File: config.mk
export PLATFORM = sky130hd
export DESIGN_NAME = standby_power_ctrl
export DESIGN_NICKNAME = d
export VERILOG_FILES = /design/src/design/standby_pkg.sv /design/src/design/timer_if.sv /design/src/design/cycle_timer.sv /design/src/design/pin_sync.sv /design/src/design/standby_power_ctrl.sv
export SDC_FILE = /design/constraint.sdc
export NUM_CORES = 1
export LEC_CHECK = 0
export ABC_AREA = 1
export CAP_MARGIN = 10
export CORE_MARGIN = 2
export CORE_UTILIZATION = 57
export DETAILED_ROUTE_END_ITERATION = 8
export DONT_BUFFER_PORTS = 1
export GPL_ROUTABILITY_DRIVEN = 0
export PLACE_DENSITY = 0.85
export SLEW_MARGIN = 40
export SYNTH_ARGS = -nofsm -noshare
export SYNTH_HDL_FRONTEND = slang
export SYNTH_SLANG_ARGS = --single-unit
File: constraint.sdc
create_clock -name aclk -period 2.67 [get_ports aclk]
set_input_delay 0.1335 -clock aclk [delete_from_list [all_inputs] [get_ports aclk]]
set_output_delay 0.1335 -clock aclk [all_outputs]
set_load 0.03 [all_outputs]
File: src/design/standby_pkg.sv
// Constants, register map and types for the standby power-saving control block.
package standby_pkg;
   localparam int ADDR_W = 8;
   localparam logic [ADDR_W-1:0] FSEL0_OFF = 8'h00;
   localparam logic [ADDR_W-1:0] FSEL1_OFF = 8'h04;
   localparam logic [ADDR_W-1:0] ADC_CTRL1_OFF = 8'h08;
   localparam logic [ADDR_W-1:0] ADDR_PORT_DATA_OFF = 8'h0c;
   localparam logic [ADDR_W-1:0] ADDR_PORT_DIR_OFF = 8'h10;
   localparam logic [ADDR_W-1:0] DATA_PORT_DATA_OFF = 8'h14;
   localparam logic [ADDR_W-1:0] DATA_PORT_DIR_OFF = 8'h18;
   localparam logic [ADDR_W-1:0] CTL_PORT_DATA_OFF = 8'h1c;
   localparam logic [ADDR_W-1:0] CTL_PORT_DIR_OFF = 8'h20;
   localparam logic [ADDR_W-1:0] STATUS_OFF = 8'h24;
   localparam int FSEL0_STOP_IGNORE_BIT = 0;
   localparam int FSEL0_EXT_CLK_BIT = 1;
   localparam int FSEL1_STOP_FLAG_BIT = 0;
   localparam int FSEL1_WAIT_FLAG_BIT = 1;
   localparam int FSEL1_PIN_RELEASE_BIT = 2;
   localparam int FSEL1_PERIPH_STOP_BIT = 3;
   localparam int ADC1_REF_DISC_BIT = 6;
   localparam int CTL_RD_BIT = 0;
   localparam int CTL_BLW_BIT = 1;
   localparam int CTL_BHW_BIT = 2;
   localparam int CTL_CS0_BIT = 3;
   localparam int STATUS_RELEASED_BIT = 2;
   localparam int STATUS_BYTE_MODE_BIT = 3;
   localparam int STATUS_REF_READY_BIT = 4;
   localparam int STATUS_PIN_LSB = 16;
   localparam logic [31:0] REG_RESET = 32'h0000_0000;
   localparam int CLK_PERIOD_NS = 100;
   localparam int REF_SETTLE_NS = 1000;
   localparam int REF_SETTLE_CYCLES = (REF_SETTLE_NS + CLK_PERIOD_NS - 1) / CLK_PERIOD_NS;
   localparam int STAB_CYCLES_DEFAULT = 4096;
   localparam int TIMER_W = 16;
   localparam logic [1:0] RESP_OKAY = 2'h0;
   localparam logic [1:0] RESP_SLVERR = 2'h2;
   typedef enum logic [1:0] {ST_RUN, ST_STOP, ST_WAIT, ST_STAB} power_state_e;
endpackage

File: src/design/timer_if.sv
// Start and completion signals between the control block and a cycle timer.
`timescale 1ns/1ns
interface timer_if;
   import standby_pkg::*;
   logic start;
   logic [TIMER_W-1:0] load;
   logic busy;
   logic done;
   modport ctrl (output start, output load, input busy, input done);
   modport timer (input start, input load, output busy, output done);
endinterface

File: src/design/cycle_timer.sv
// Down counter that runs for a loaded number of cycles and pulses done at the end.
`timescale 1ns/1ns
module cycle_timer
   import standby_pkg::*;
(
   input wire logic aclk,
   input wire logic aresetn,
   timer_if.timer tif
);
   logic [TIMER_W-1:0] count_reg;
   logic busy_reg;
   logic done_reg;

   assign tif.busy = busy_reg;
   assign tif.done = done_reg;

   always_ff @(posedge aclk)
   begin
      if (!aresetn)
      begin
         count_reg <= '0;
         busy_reg <= 1'b0;
         done_reg <= 1'b0;
      end
      else if (tif.start)
      begin
         count_reg <= tif.load;
         busy_reg <= 1'b1;
         done_reg <= 1'b0;
      end
      else if (busy_reg && count_reg <= 16'h0001)
      begin
         count_reg <= '0;
         busy_reg <= 1'b0;
         done_reg <= 1'b1;
      end
      else
      begin
         count_reg <= busy_reg ? count_reg - 16'h0001 : count_reg;
         done_reg <= 1'b0;
      end
   end
endmodule

File: src/design/pin_sync.sv
// Two-stage synchroniser for a group of pin inputs.
`timescale 1ns/1ns
module pin_sync #(
   parameter int W = 1
) (
   input wire logic aclk,
   input wire logic aresetn,
   input wire logic [W-1:0] pin_async,
   output logic [W-1:0] pin_synced
);
   logic [W-1:0] meta_reg;
   logic [W-1:0] sync_reg;

   assign pin_synced = sync_reg;

   always_ff @(posedge aclk)
   begin
      if (!aresetn)
      begin
         meta_reg <= '0;
         sync_reg <= '0;
      end
      else
      begin
         meta_reg <= pin_async;
         sync_reg <= meta_reg;
      end
   end
endmodule

File: src/design/standby_power_ctrl.sv
// Standby power-saving control: bus pin release, clock gating, oscillator and reference control.
// Behaviour
// - Release bit set: bus and strobe pins become port pins during stop or wait.
// - Released pins take level and direction from port data and direction registers.
// - Release applies only in standby; with the bit clear pins keep bus function, except those held as port pins in 8-bit mode.
// - Leaving standby restores bus and strobe functions on every released pin not held as a port pin in 8-bit mode.
// - Address 0-7 to port 10, 8-15 to port 11, 16-23 to port 0.
// - Data 0-7 to port 1, data 8-15 to port 2.
// - Read strobe P3.1, low write P3.2, high write P3.3, chip select P9.0.
// - In 8-bit bus mode data 8-15 and high write strobe are always port pins.
// - Wait with peripheral clock-stop bit set stops all peripheral clocks.
// - External-clock bit set disables the oscillator driver.
// - With the driver disabled for external clock the oscillator output is held high.
// - External-clock mode skips the stabilisation wait when an interrupt ends stop.
// - Reference-disconnect bit set disconnects the converter ladder from the reference.
// - Stop ends on an accepted interrupt or reset, then oscillation restarts.
//
// Register access over AXI4-Lite and the placing of the registers were decided locally.
`timescale 1ns/1ns
module standby_power_ctrl
   import standby_pkg::*;
#(
   parameter int STAB_CYCLES = STAB_CYCLES_DEFAULT
) (
   input wire logic aclk,
   input wire logic aresetn,
   input wire logic awvalid,
   output logic awready,
   input wire logic [ADDR_W-1:0] awaddr,
   input wire logic [2:0] awprot,
   input wire logic wvalid,
   output logic wready,
   input wire logic [31:0] wdata,
   input wire logic [3:0] wstrb,
   output logic bvalid,
   input wire logic bready,
   output logic [1:0] bresp,
   input wire logic arvalid,
   output logic arready,
   input wire logic [ADDR_W-1:0] araddr,
   input wire logic [2:0] arprot,
   output logic rvalid,
   input wire logic rready,
   output logic [31:0] rdata,
   output logic [1:0] rresp,
   input wire logic stop_request,
   input wire logic wait_request,
   input wire logic irq_accept,
   input wire logic byte_width_pin,
   input wire logic [23:0] bus_addr,
   input wire logic [15:0] bus_data_out,
   input wire logic [15:0] bus_data_oe,
   input wire logic [3:0] bus_ctl,
   output logic [23:0] addr_pin_out,
   output logic [23:0] addr_pin_oe,
   output logic [15:0] data_pin_out,
   output logic [15:0] data_pin_oe,
   input wire logic [15:0] data_pin_in,
   output logic [3:0] ctl_pin_out,
   output logic [3:0] ctl_pin_oe,
   output logic stop_standby,
   output logic wait_standby,
   output logic cpu_clk_en,
   output logic periph_clk_en,
   output logic osc_drive_en,
   output logic osc_out_pin,
   output logic ladder_connect
);
   logic [31:0] fsel0_reg;
   logic [31:0] fsel1_reg;
   logic [31:0] adc1_reg;
   logic [23:0] addr_port_data_reg;
   logic [23:0] addr_port_dir_reg;
   logic [15:0] data_port_data_reg;
   logic [15:0] data_port_dir_reg;
   logic [3:0] ctl_port_data_reg;
   logic [3:0] ctl_port_dir_reg;
   power_state_e state_reg;
   power_state_e state_next;
   logic awready_reg;
   logic wready_reg;
   logic bvalid_reg;
   logic [1:0] bresp_reg;
   logic arready_reg;
   logic rvalid_reg;
   logic [31:0] rdata_reg;
   logic [1:0] rresp_reg;
   logic [ADDR_W-1:0] wr_addr_reg;
   logic [31:0] wr_data_reg;
   logic [3:0] wr_strb_reg;
   logic do_write;
   logic [16:0] synced;
   logic byte_mode;
   logic [15:0] data_pin_level;
   logic stop_enter;
   logic released_next;
   logic released_reg;
   logic [15:0] data_port_sel;
   logic [3:0] ctl_port_sel;
   logic [23:0] addr_pin_out_reg;
   logic [23:0] addr_pin_oe_reg;
   logic [15:0] data_pin_out_reg;
   logic [15:0] data_pin_oe_reg;
   logic [3:0] ctl_pin_out_reg;
   logic [3:0] ctl_pin_oe_reg;
   logic stop_standby_reg;
   logic wait_standby_reg;
   logic cpu_clk_en_reg;
   logic periph_clk_en_reg;
   logic osc_drive_en_reg;
   logic osc_out_pin_reg;
   logic ladder_connect_reg;
   logic ref_restart;

   timer_if stab_tif ();
   timer_if ref_tif ();

   function automatic logic addr_ok(input logic [ADDR_W-1:0] a);
      addr_ok = (a == FSEL0_OFF) || (a == FSEL1_OFF) || (a == ADC_CTRL1_OFF) ||
                (a == ADDR_PORT_DATA_OFF) || (a == ADDR_PORT_DIR_OFF) ||
                (a == DATA_PORT_DATA_OFF) || (a == DATA_PORT_DIR_OFF) ||
                (a == CTL_PORT_DATA_OFF) || (a == CTL_PORT_DIR_OFF) || (a == STATUS_OFF);
   endfunction

   function automatic logic [31:0] merge(input logic [31:0] old, input logic [31:0] nw,
                                         input logic [3:0] strb);
      logic [31:0] res;
      res = old;
      for (int i = 0; i < 4; i++)
      begin
         if (strb[i])
         begin
            res[8*i +: 8] = nw[8*i +: 8];
         end
      end
      merge = res;
   endfunction

   function automatic logic [23:0] pick(input logic [23:0] sel, input logic [23:0] port_val,
                                        input logic [23:0] bus_val);
      pick = (port_val & sel) | (bus_val & ~sel);
   endfunction

   pin_sync #(.W(17)) u_pin_sync (
      .aclk(aclk),
      .aresetn(aresetn),
      .pin_async({byte_width_pin, data_pin_in}),
      .pin_synced(synced)
   );

   assign byte_mode = synced[16];
   assign data_pin_level = synced[15:0];

   cycle_timer u_stab_timer (
      .aclk(aclk),
      .aresetn(aresetn),
      .tif(stab_tif)
   );

   cycle_timer u_ref_timer (
      .aclk(aclk),
      .aresetn(aresetn),
      .tif(ref_tif)
   );

   // Bus slave: write address and data are held until both are present.
   assign do_write = !awready_reg && !wready_reg && !bvalid_reg;

   always_ff @(posedge aclk)
   begin
      if (!aresetn)
      begin
         awready_reg <= 1'b1;
         wready_reg <= 1'b1;
         bvalid_reg <= 1'b0;
         bresp_reg <= RESP_OKAY;
         wr_addr_reg <= '0;
         wr_data_reg <= '0;
         wr_strb_reg <= '0;
      end
      else
      begin
         if (awvalid && awready_reg)
         begin
            awready_reg <= 1'b0;
            wr_addr_reg <= awaddr;
         end
         if (wvalid && wready_reg)
         begin
            wready_reg <= 1'b0;
            wr_data_reg <= wdata;
            wr_strb_reg <= wstrb;
         end
         if (do_write)
         begin
            bvalid_reg <= 1'b1;
            bresp_reg <= addr_ok(wr_addr_reg) ? RESP_OKAY : RESP_SLVERR;
         end
         else if (bvalid_reg && bready)
         begin
            bvalid_reg <= 1'b0;
            awready_reg <= 1'b1;
            wready_reg <= 1'b1;
         end
      end
   end

   // Bus slave: read data come from the register named by the address.
   always_ff @(posedge aclk)
   begin
      if (!aresetn)
      begin
         arready_reg <= 1'b1;
         rvalid_reg <= 1'b0;
         rdata_reg <= '0;
         rresp_reg <= RESP_OKAY;
      end
      else if (arvalid && arready_reg)
      begin
         arready_reg <= 1'b0;
         rvalid_reg <= 1'b1;
         rresp_reg <= addr_ok(araddr) ? RESP_OKAY : RESP_SLVERR;
         if (araddr == FSEL0_OFF)
            rdata_reg <= fsel0_reg;
         else if (araddr == FSEL1_OFF)
            rdata_reg <= fsel1_reg;
         else if (araddr == ADC_CTRL1_OFF)
            rdata_reg <= adc1_reg;
         else if (araddr == ADDR_PORT_DATA_OFF)
            rdata_reg <= {8'h00, addr_port_data_reg};
         else if (araddr == ADDR_PORT_DIR_OFF)
            rdata_reg <= {8'h00, addr_port_dir_reg};
         else if (araddr == DATA_PORT_DATA_OFF)
            rdata_reg <= {16'h0000, data_port_data_reg};
         else if (araddr == DATA_PORT_DIR_OFF)
            rdata_reg <= {16'h0000, data_port_dir_reg};
         else if (araddr == CTL_PORT_DATA_OFF)
            rdata_reg <= {28'h0000000, ctl_port_data_reg};
         else if (araddr == CTL_PORT_DIR_OFF)
            rdata_reg <= {28'h0000000, ctl_port_dir_reg};
         else if (araddr == STATUS_OFF)
            rdata_reg <= {data_pin_level, 11'h000, !ref_tif.busy, byte_mode, released_reg,
                          state_reg};
         else
            rdata_reg <= '0;
      end
      else if (rvalid_reg && rready)
      begin
         rvalid_reg <= 1'b0;
         arready_reg <= 1'b1;
      end
   end

   // Select registers; hardware setting of the standby flags wins over a clear.
   always_ff @(posedge aclk)
   begin
      if (!aresetn)
      begin
         fsel0_reg <= REG_RESET;
         fsel1_reg <= REG_RESET;
         adc1_reg <= REG_RESET;
      end
      else
      begin
         if (do_write && wr_addr_reg == FSEL0_OFF)
            fsel0_reg <= merge(fsel0_reg, wr_data_reg, wr_strb_reg) & 32'h0000_0003;
         if (do_write && wr_addr_reg == FSEL1_OFF)
            fsel1_reg <= merge(fsel1_reg, wr_data_reg, wr_strb_reg) & 32'h0000_000f;
         if (stop_enter)
            fsel1_reg[FSEL1_STOP_FLAG_BIT] <= 1'b1;
         if (state_reg == ST_RUN && state_next == ST_WAIT)
            fsel1_reg[FSEL1_WAIT_FLAG_BIT] <= 1'b1;
         if (do_write && wr_addr_reg == ADC_CTRL1_OFF)
            adc1_reg <= merge(adc1_reg, wr_data_reg, wr_strb_reg) & 32'h0000_00ff;
      end
   end

   // Port data and direction registers for the released pins.
   always_ff @(posedge aclk)
   begin
      if (!aresetn)
      begin
         addr_port_data_reg <= '0;
         addr_port_dir_reg <= '0;
         data_port_data_reg <= '0;
         data_port_dir_reg <= '0;
         ctl_port_data_reg <= '0;
         ctl_port_dir_reg <= '0;
      end
      else if (do_write)
      begin
         if (wr_addr_reg == ADDR_PORT_DATA_OFF)
            addr_port_data_reg <= 24'(merge({8'h00, addr_port_data_reg}, wr_data_reg, wr_strb_reg));
         else if (wr_addr_reg == ADDR_PORT_DIR_OFF)
            addr_port_dir_reg <= 24'(merge({8'h00, addr_port_dir_reg}, wr_data_reg, wr_strb_reg));
         else if (wr_addr_reg == DATA_PORT_DATA_OFF)
            data_port_data_reg <= 16'(merge({16'h0000, data_port_data_reg}, wr_data_reg,
                                            wr_strb_reg));
         else if (wr_addr_reg == DATA_PORT_DIR_OFF)
            data_port_dir_reg <= 16'(merge({16'h0000, data_port_dir_reg}, wr_data_reg,
                                           wr_strb_reg));
         else if (wr_addr_reg == CTL_PORT_DATA_OFF)
            ctl_port_data_reg <= 4'(merge({28'h0000000, ctl_port_data_reg}, wr_data_reg,
                                          wr_strb_reg));
         else if (wr_addr_reg == CTL_PORT_DIR_OFF)
            ctl_port_dir_reg <= 4'(merge({28'h0000000, ctl_port_dir_reg}, wr_data_reg,
                                         wr_strb_reg));
      end
   end

   // Standby state machine.
   assign stop_enter = state_reg == ST_RUN && stop_request && !fsel0_reg[FSEL0_STOP_IGNORE_BIT];

   always_comb
   begin
      state_next = state_reg;
      case (state_reg)
         ST_RUN:
         begin
            if (stop_enter)
               state_next = ST_STOP;
            else if (wait_request)
               state_next = ST_WAIT;
         end
         ST_STOP:
         begin
            if (irq_accept)
               state_next = fsel0_reg[FSEL0_EXT_CLK_BIT] ? ST_RUN : ST_STAB;
         end
         ST_WAIT:
         begin
            if (irq_accept)
               state_next = ST_RUN;
         end
         ST_STAB:
         begin
            if (stab_tif.done)
               state_next = ST_RUN;
         end
         default:
            state_next = ST_RUN;
      endcase
   end

   always_ff @(posedge aclk)
   begin
      if (!aresetn)
         state_reg <= ST_RUN;
      else
         state_reg <= state_next;
   end

   assign stab_tif.start = state_reg == ST_STOP && state_next == ST_STAB;
   assign stab_tif.load = TIMER_W'(STAB_CYCLES);

   // Reference settle timer restarts whenever the reference is reconnected.
   assign ref_restart = do_write && wr_addr_reg == ADC_CTRL1_OFF && wr_strb_reg[0] &&
                        adc1_reg[ADC1_REF_DISC_BIT] && !wr_data_reg[ADC1_REF_DISC_BIT];
   assign ref_tif.start = ref_restart;
   assign ref_tif.load = TIMER_W'(REF_SETTLE_CYCLES);

   // Pin function selection, taken from the next state so it moves with the state.
   assign released_next = (state_next == ST_STOP || state_next == ST_WAIT) &&
                          fsel1_reg[FSEL1_PIN_RELEASE_BIT];
   assign data_port_sel = {{8{released_next || byte_mode}}, {8{released_next}}};
   assign ctl_port_sel = {released_next, released_next || byte_mode, released_next,
                          released_next};

   always_ff @(posedge aclk)
   begin
      if (!aresetn)
      begin
         released_reg <= 1'b0;
         addr_pin_out_reg <= '0;
         addr_pin_oe_reg <= '1;
         data_pin_out_reg <= '0;
         data_pin_oe_reg <= '0;
         ctl_pin_out_reg <= '1;
         ctl_pin_oe_reg <= '1;
      end
      else
      begin
         released_reg <= released_next;
         // Address 0-7 port 10, 8-15 port 11, 16-23 port 0.
         addr_pin_out_reg <= pick({24{released_next}}, addr_port_data_reg, bus_addr);
         addr_pin_oe_reg <= pick({24{released_next}}, addr_port_dir_reg, 24'hff_ffff);
         // Data 0-7 port 1, 8-15 port 2.
         data_pin_out_reg <= 16'(pick({8'h00, data_port_sel}, {8'h00, data_port_data_reg},
                                      {8'h00, bus_data_out}));
         data_pin_oe_reg <= 16'(pick({8'h00, data_port_sel}, {8'h00, data_port_dir_reg},
                                     {8'h00, bus_data_oe}));
         ctl_pin_out_reg <= 4'(pick({20'h00000, ctl_port_sel}, {20'h00000, ctl_port_data_reg},
                                    {20'h00000, bus_ctl}));
         ctl_pin_oe_reg <= 4'(pick({20'h00000, ctl_port_sel}, {20'h00000, ctl_port_dir_reg},
                                   24'h00000f));
      end
   end

   // Clock, oscillator and reference controls.
   always_ff @(posedge aclk)
   begin
      if (!aresetn)
      begin
         stop_standby_reg <= 1'b0;
         wait_standby_reg <= 1'b0;
         cpu_clk_en_reg <= 1'b1;
         periph_clk_en_reg <= 1'b1;
         osc_drive_en_reg <= 1'b1;
         osc_out_pin_reg <= 1'b0;
         ladder_connect_reg <= 1'b1;
      end
      else
      begin
         stop_standby_reg <= state_next == ST_STOP;
         wait_standby_reg <= state_next == ST_WAIT;
         cpu_clk_en_reg <= state_next == ST_RUN;
         periph_clk_en_reg <= !(state_next == ST_STOP || (state_next == ST_WAIT &&
                               fsel1_reg[FSEL1_PERIPH_STOP_BIT]));
         osc_drive_en_reg <= !fsel0_reg[FSEL0_EXT_CLK_BIT] &&
                             state_next != ST_STOP;
         osc_out_pin_reg <= fsel0_reg[FSEL0_EXT_CLK_BIT];
         ladder_connect_reg <= !adc1_reg[ADC1_REF_DISC_BIT];
      end
   end

   assign awready = awready_reg;
   assign wready = wready_reg;
   assign bvalid = bvalid_reg;
   assign bresp = bresp_reg;
   assign arready = arready_reg;
   assign rvalid = rvalid_reg;
   assign rdata = rdata_reg;
   assign rresp = rresp_reg;
   assign addr_pin_out = addr_pin_out_reg;
   assign addr_pin_oe = addr_pin_oe_reg;
   assign data_pin_out = data_pin_out_reg;
   assign data_pin_oe = data_pin_oe_reg;
   assign ctl_pin_out = ctl_pin_out_reg;
   assign ctl_pin_oe = ctl_pin_oe_reg;
   assign stop_standby = stop_standby_reg;
   assign wait_standby = wait_standby_reg;
   assign cpu_clk_en = cpu_clk_en_reg;
   assign periph_clk_en = periph_clk_en_reg;
   assign osc_drive_en = osc_drive_en_reg;
   assign osc_out_pin = osc_out_pin_reg;
   assign ladder_connect = ladder_connect_reg;
endmodule

# --- Yosys cells after proc, flatten, opt, wreduce, memory -nomap -nowiden ---
# Cells that the tools add are included.
classes:
  n_mux: 46
  add_sub_neg: 2
  eq_ne: 25
  bitwise_logic: 25
  reduce_logical: 86
  n_lt_le_gt_ge: 2
ops:
  columns: ["operator", "count"]
  rows:
  - ["32-bit two-way mux", 10]
  - ["24-bit bitwise AND", 3]
  - ["16-bit bitwise AND", 4]
  - ["8-bit by 5-bit equality test with 1-bit output, second input constant", 8]
  - ["24-bit bitwise OR", 2]
  - ["13-bit two-way mux", 3]
  - ["8-bit by 4-bit equality test with 1-bit output, second input constant", 4]
  - ["8-bit by 6-bit equality test with 1-bit output, second input constant", 4]
  - ["16-bit by 1-bit <= comparator with 1-bit output, second input constant", 2]
  - ["16-bit bitwise OR", 2]
  - ["16-bit by 1-bit subtractor with 16-bit output, second input constant", 2]
  - ["24-bit NOT", 1]
  - ["1-bit logical AND", 22]
  - ["1-bit logical OR", 21]
  - ["2-bit two-way mux", 10]
  - ["1-bit two-way mux", 19]
  - ["8-bit by 3-bit equality test with 1-bit output, second input constant", 2]
  - ["8-bit zero test", 2]
  - ["16-bit NOT", 1]
  - ["2-bit nonzero test", 8]
  - ["4-bit bitwise AND", 3]
  - ["4-bit two-way mux", 3]
  - ["4-bit AND reduction", 3]
  - ["6-bit AND reduction", 2]
  - ["other kinds (17)", 45]
word_totals:
  reg_bits: 345
  elab_cells: 238

# --- Depth between registers and ports, before layout ---
depth:
  ltp_word: 12
  mapped_depth: 15

# --- By module ---
# A second synthesis with hierarchy kept.
hier_totals:
  hier_cells: 1751
  hier_area_um2: 13735.7
by_module_without_submodules:
  columns: ["mod", "cells_each", "area_each_um2", "seq_area_each_um2", "n_inst"]
  rows:
  - ["standby_power_ctrl", 1281, 10276.1, 5485.3, 1]
  - ["cycle_timer", 182, 1241.2, 360.3, 2]
  - ["pin_sync", 106, 977.2, 680.7, 1]

# --- Worst setup path after synthesis ---
# OpenSTA, ideal clock, no wires.
synth_timing:
  path_type: "flip-flop to flip-flop"
  startpoint: "reg state_reg[0]"
  endpoint: "reg data_pin_out_reg[12], in the netlist data_pin_out[12]"
  n_path_buf: 1
  stages_incl_launch_ff: 14
  setup_time_ns: 0.128
  t_arrival_ns: 2.411
  required_ns: 2.542
  path_slack_ns: 0.131
  cell_sequence: "dfxtp_1 > nor2_1 > nand3_1 > a32o_1 > nor2_1 > inv_1 > ha_1 > nand2_1 > inv_1 > nor2_1 > clkinv_1 > clkbuf_1 > o21ai_0 > a21oi_1"
synth_between:
  elab_chain_cells: 12
synth_rtl:
  columns: ["element", "line_no", "rtl"]
  rows:
  - ["from (decl)", "standby_power_ctrl.sv:78", "power_state_e state_reg;"]
  - ["from (signal assigned)", "standby_power_ctrl.sv:350", "state_reg <= state_next;"]
  - ["2-bit zero test", "standby_power_ctrl.sv:312, standby_power_ctrl.sv:317", null]
  - ["1-bit logical AND (2 in series)", "standby_power_ctrl.sv:312", "assign stop_enter = state_reg == ST_RUN && stop_request && !fsel0_reg[FSEL0_STOP_IGNORE_BIT];"]
  - ["2-bit two-way mux", "standby_power_ctrl.sv:320", "if (stop_enter)"]
  - ["2-bit case mux with 4 select lines *", "standby_power_ctrl.sv:317", "case (state_reg)"]
  - ["via state_next[1]", "standby_power_ctrl.sv:79", "power_state_e state_next;"]
  - ["2-bit by 1-bit equality test with 1-bit output / 2-bit equality test (equally long branches)", "standby_power_ctrl.sv:363", "assign released_next = (state_next == ST_STOP || state_next == ST_WAIT) &&"]
  - ["1-bit logical OR *", "standby_power_ctrl.sv:363", null]
  - ["1-bit logical AND *", "standby_power_ctrl.sv:363", null]
  - ["1-bit logical OR *", "standby_power_ctrl.sv:365", "assign data_port_sel = {{8{released_next || byte_mode}}, {8{released_next}}};"]
  - ["16-bit NOT", "standby_power_ctrl.sv:141", "pick = (port_val & sel) | (bus_val & ~sel);"]
  - ["16-bit bitwise AND", "standby_power_ctrl.sv:141", null]
  - ["16-bit bitwise OR *", "standby_power_ctrl.sv:141", null]
  - ["to (signal assigned)", "standby_power_ctrl.sv:388", "data_pin_out_reg <= 16'(pick({8'h00, data_port_sel}, {8'h00, data_port_data_reg},"]
  - ["to (decl)", "standby_power_ctrl.sv:102", "logic [15:0] data_pin_out_reg;"]
# The timed path passes the listed nets; every way through them passes the cells marked *.
# A chain may end at the register's enable or synchronous reset.

# --- Final worst setup path ---
layout_timing:
  startpoint: "reg state_reg[0]"
  endpoint: "reg data_pin_out_reg[10], in the netlist data_pin_out[10]"
# The elaborated chain is that of the path after synthesis.

==> impl_metrics.json <==
{
  "required_ns": 3.06,
  "synth-seq-cells": 343,
  "period_share_pct": 94.1,
  "combPwrFrac_pct": 8.1,
  "fp.dieW_microns": 155,
  "swShare_pct": 24.8,
  "tightest_slew_ns": 0.695,
  "yosys.area.top_type": "dfxtp_1",
  "timing.setup.critical_path_class": "reg2reg",
  "ant_nets": 0,
  "regArea_sq_um": 6870,
  "largest_reg_flops": 32,
  "syn_area_per_cell_sq_um": 8.01,
  "yosysSeqAreaShare_pct": 53.0,
  "power.leakage_uw": 0.00633,
  "grt-ovfl-total": 0,
  "path_max_fanout": 28,
  "start_util_pct": 57.6,
  "min-delay-path-class": "in2reg",
  "ir_drop_mv": 0.545,
  "internal_power_uw": 8630,
  "vias_per_cell": 5.76,
  "ys_warn_count": 0,
  "clock-sinks": 343,
  "synth_top_flop_cell": "dfxtp_1",
  "netlist_area_sq_um": 13000,
  "power_uw": 11500,
  "num_io_pins": 281,
  "drt-total-wl_mm": 39.3,
  "skew_ns": 0.0213,
  "nets": 1904,
  "fp.dieArea_sq_um": 23900,
  "multi_input_area_sq_um": 4980,
  "synth.most_common_cell": "dfxtp_1",
  "grt_max_degree": 198,
  "synth_top_area_share_pct": 53.0,
  "cts_max_level": 2,
  "end_kind": "flop",
  "drt-pass1-iter-count": 9,
  "period_minus_slack_ns": 2.51,
  "ys_types": 46,
  "setup_viol": 0,
  "pwr-share-seq_pct": 48.6,
  "rows": 55,
  "insertion_delay_ns": 0.53,
  "port-buffer-count": 0,
  "drive_above_1_share_pct": 7.77,
  "synth.area.top_cells": "dfxtp_1, a21oi_1, o21ai_0",
  "cts_tree": "yes",
  "grt_pass1_vias": 11500,
  "vias": 11900,
  "clockBufferDepth": 3,
  "max_freq_ghz": 0.398,
  "drc": 0,
  "antenna_found_initial": 2,
  "first_iter_violations": 1417,
  "area_growth_pct": 22.3,
  "synthCells": 1616,
  "start_kind": "flop",
  "grt_pass1_wl_mm": 60.2,
  "async_flop_share_pct": 0,
  "slew_headroom_pct": 53.5,
  "finalHoldViolations": 0,
  "numCtsBuffers": 35,
  "p_per_area_nw_per_um2": 725,
  "routedWlPerCell_microns": 19.0,
  "synth_edf_count": 0,
  "nFillCells": 1598,
  "core_area_sq_um": 22500,
  "synth_common_cells": "dfxtp_1, nand2_1, a21oi_1",
  "maxCapViolCount": 0,
  "switching_power_uw": 2850,
  "drv_slew": 0,
  "track_usage_pct": 31.7,
  "die_y_microns": 155,
  "root_buffer": "clkbuf_16",
  "outcome": "completed",
  "dpl.hpwl_mm": 25.0,
  "clkPwrFrac_pct": 43.3,
  "cp.arrival_ns": 2.90,
  "worst_hold_slack_ns": 0.0585,
  "path_clk_slew_ns": 0.06
}
==> placed cells by master (no fill, tap or decap), types with 4 or more instances in the layout <==
master / n
dfxtp_1: 343
nand2_1: 216
a21oi_1: 198
inv_1: 191
o21ai_0: 189
nor2_1: 186
dlygate4sd3_1: 142
nand3_1: 41
clkbuf_16: 35
buf_4: 27
a211oi_1: 21
o211ai_1: 17
nor3_1: 12
nor2_2: 10
inv_2: 9
xor2_1: 9
clkbuf_1: 9
nand4_1: 8
ha_1: 8
clkbuf_8: 8
nor2_4: 7
or2_2: 7
o21a_1: 7
o21ai_1: 6
nor3_4: 5
xnor2_1: 5
a221oi_1: 5
nor3_2: 4
o22ai_1: 4
o2111ai_1: 4
clkinv_2: 4
==> metal layers <==
layer | part of all wire [%] | routed length (microns) | vias to the layer above | global-route usage [%]
met5 | 0 | 0 | - | 0
met4 | 4.0 | 1560 | 0 | 12.7
met3 | 10 | 4110 | 138 | 8.32
met2 | 46 | 18200 | 697 | 52.3
met1 | 39 | 15500 | 5501 | 39.9
li1 | - | - | 5548 | -
==> what timing repair did <==
item,in CTS,in global routing
hold endpoints to repair,226,0
gates resized for setup,2,14
hold buffers,143,0
endpoints found under the setup margin,3,33
buffers inserted,0,0
==> per-stage QoR <==
step                worst slack [ns]  instances  instance area [sq um]  util [%]  TNS (ns)
floorplan                      0.131       1617                  13000         -         0
global placement               0.165       1856                  13200      58.6         0
detailed placement            0.0264       1856                  13200      58.6         0
CTS                           0.0766       2061                  15800      70.2         0
global route                 -0.0417       2063                  15800      70.4    -0.242
finish                         0.157       2064                  15800      70.4         0
==> kinds of logic (layout without fill, tap and decap cells) <==
logic type	Yosys count	count (layout)	synth area share (%)
buffers and inverters	280	439	8.74
and+or+nand+nor	510	510	17.3
AOI/OAI and AO/OA	460	460	19.2
other	1	5	0.0290
xor gates and xnor gates	14	14	0.947
DFF	343	343	53.0
adders and majority gates	8	8	0.773
==> cell type report <==
class                           instances  share of cell area, %
Antenna cell                            3                 0.0474
Multi-Input combinational cell        994                   31.4
Timing Repair Buffer                  173                   10.8
Sequential cell                       343                   43.3
Tap cell                              285                   2.25
Inverter                              204                   4.87
Clock buffer                           52                   6.44
Clock inverter                         10                  0.861
==> critical path, stage by stage (launching register included) <==
cell and delay [ns]:
dfxtp_1 0.37, inv_1 0.11, nor2_1 0.04, inv_1 0.07, o21ai_0 0.09, a32o_1 0.23
nor2_2 0.14, inv_1 0.11, ha_1 0.34, nand2_4 0.13, inv_2 0.07, nor2_1 0.14
clkinv_1 0.11, buf_6 0.19, o21ai_1 0.18, a21oi_1 0.07
==> power by group through the flow <==
stage / sequential (uW) / clock [uW] / combinational (uW)
CTS: 5570 / 4970 / 885
global placement: 5680 / 0 / 634
finish: 5580 / 4970 / 931
floorplan: 5660 / 0 / 539
detailed placement: 5690 / 0 / 665
global route: 5600 / 5230 / 1030
==> path summary, 6_finish.rpt <==
kind,from,end,slack [ns],depth (start not counted)
worst max register to register,state_reg[0],data_pin_out[10],0.16,15
worst max-delay path,state_reg[0],data_pin_out[10],0.16,15
worst min register to register,u_pin_sync.meta_reg[12],u_pin_sync.pin_synced[12],0.41,2
worst min-delay path,araddr[2],rdata[1],0.06,6
Note: power is estimated with default switching activity, not from simulation.
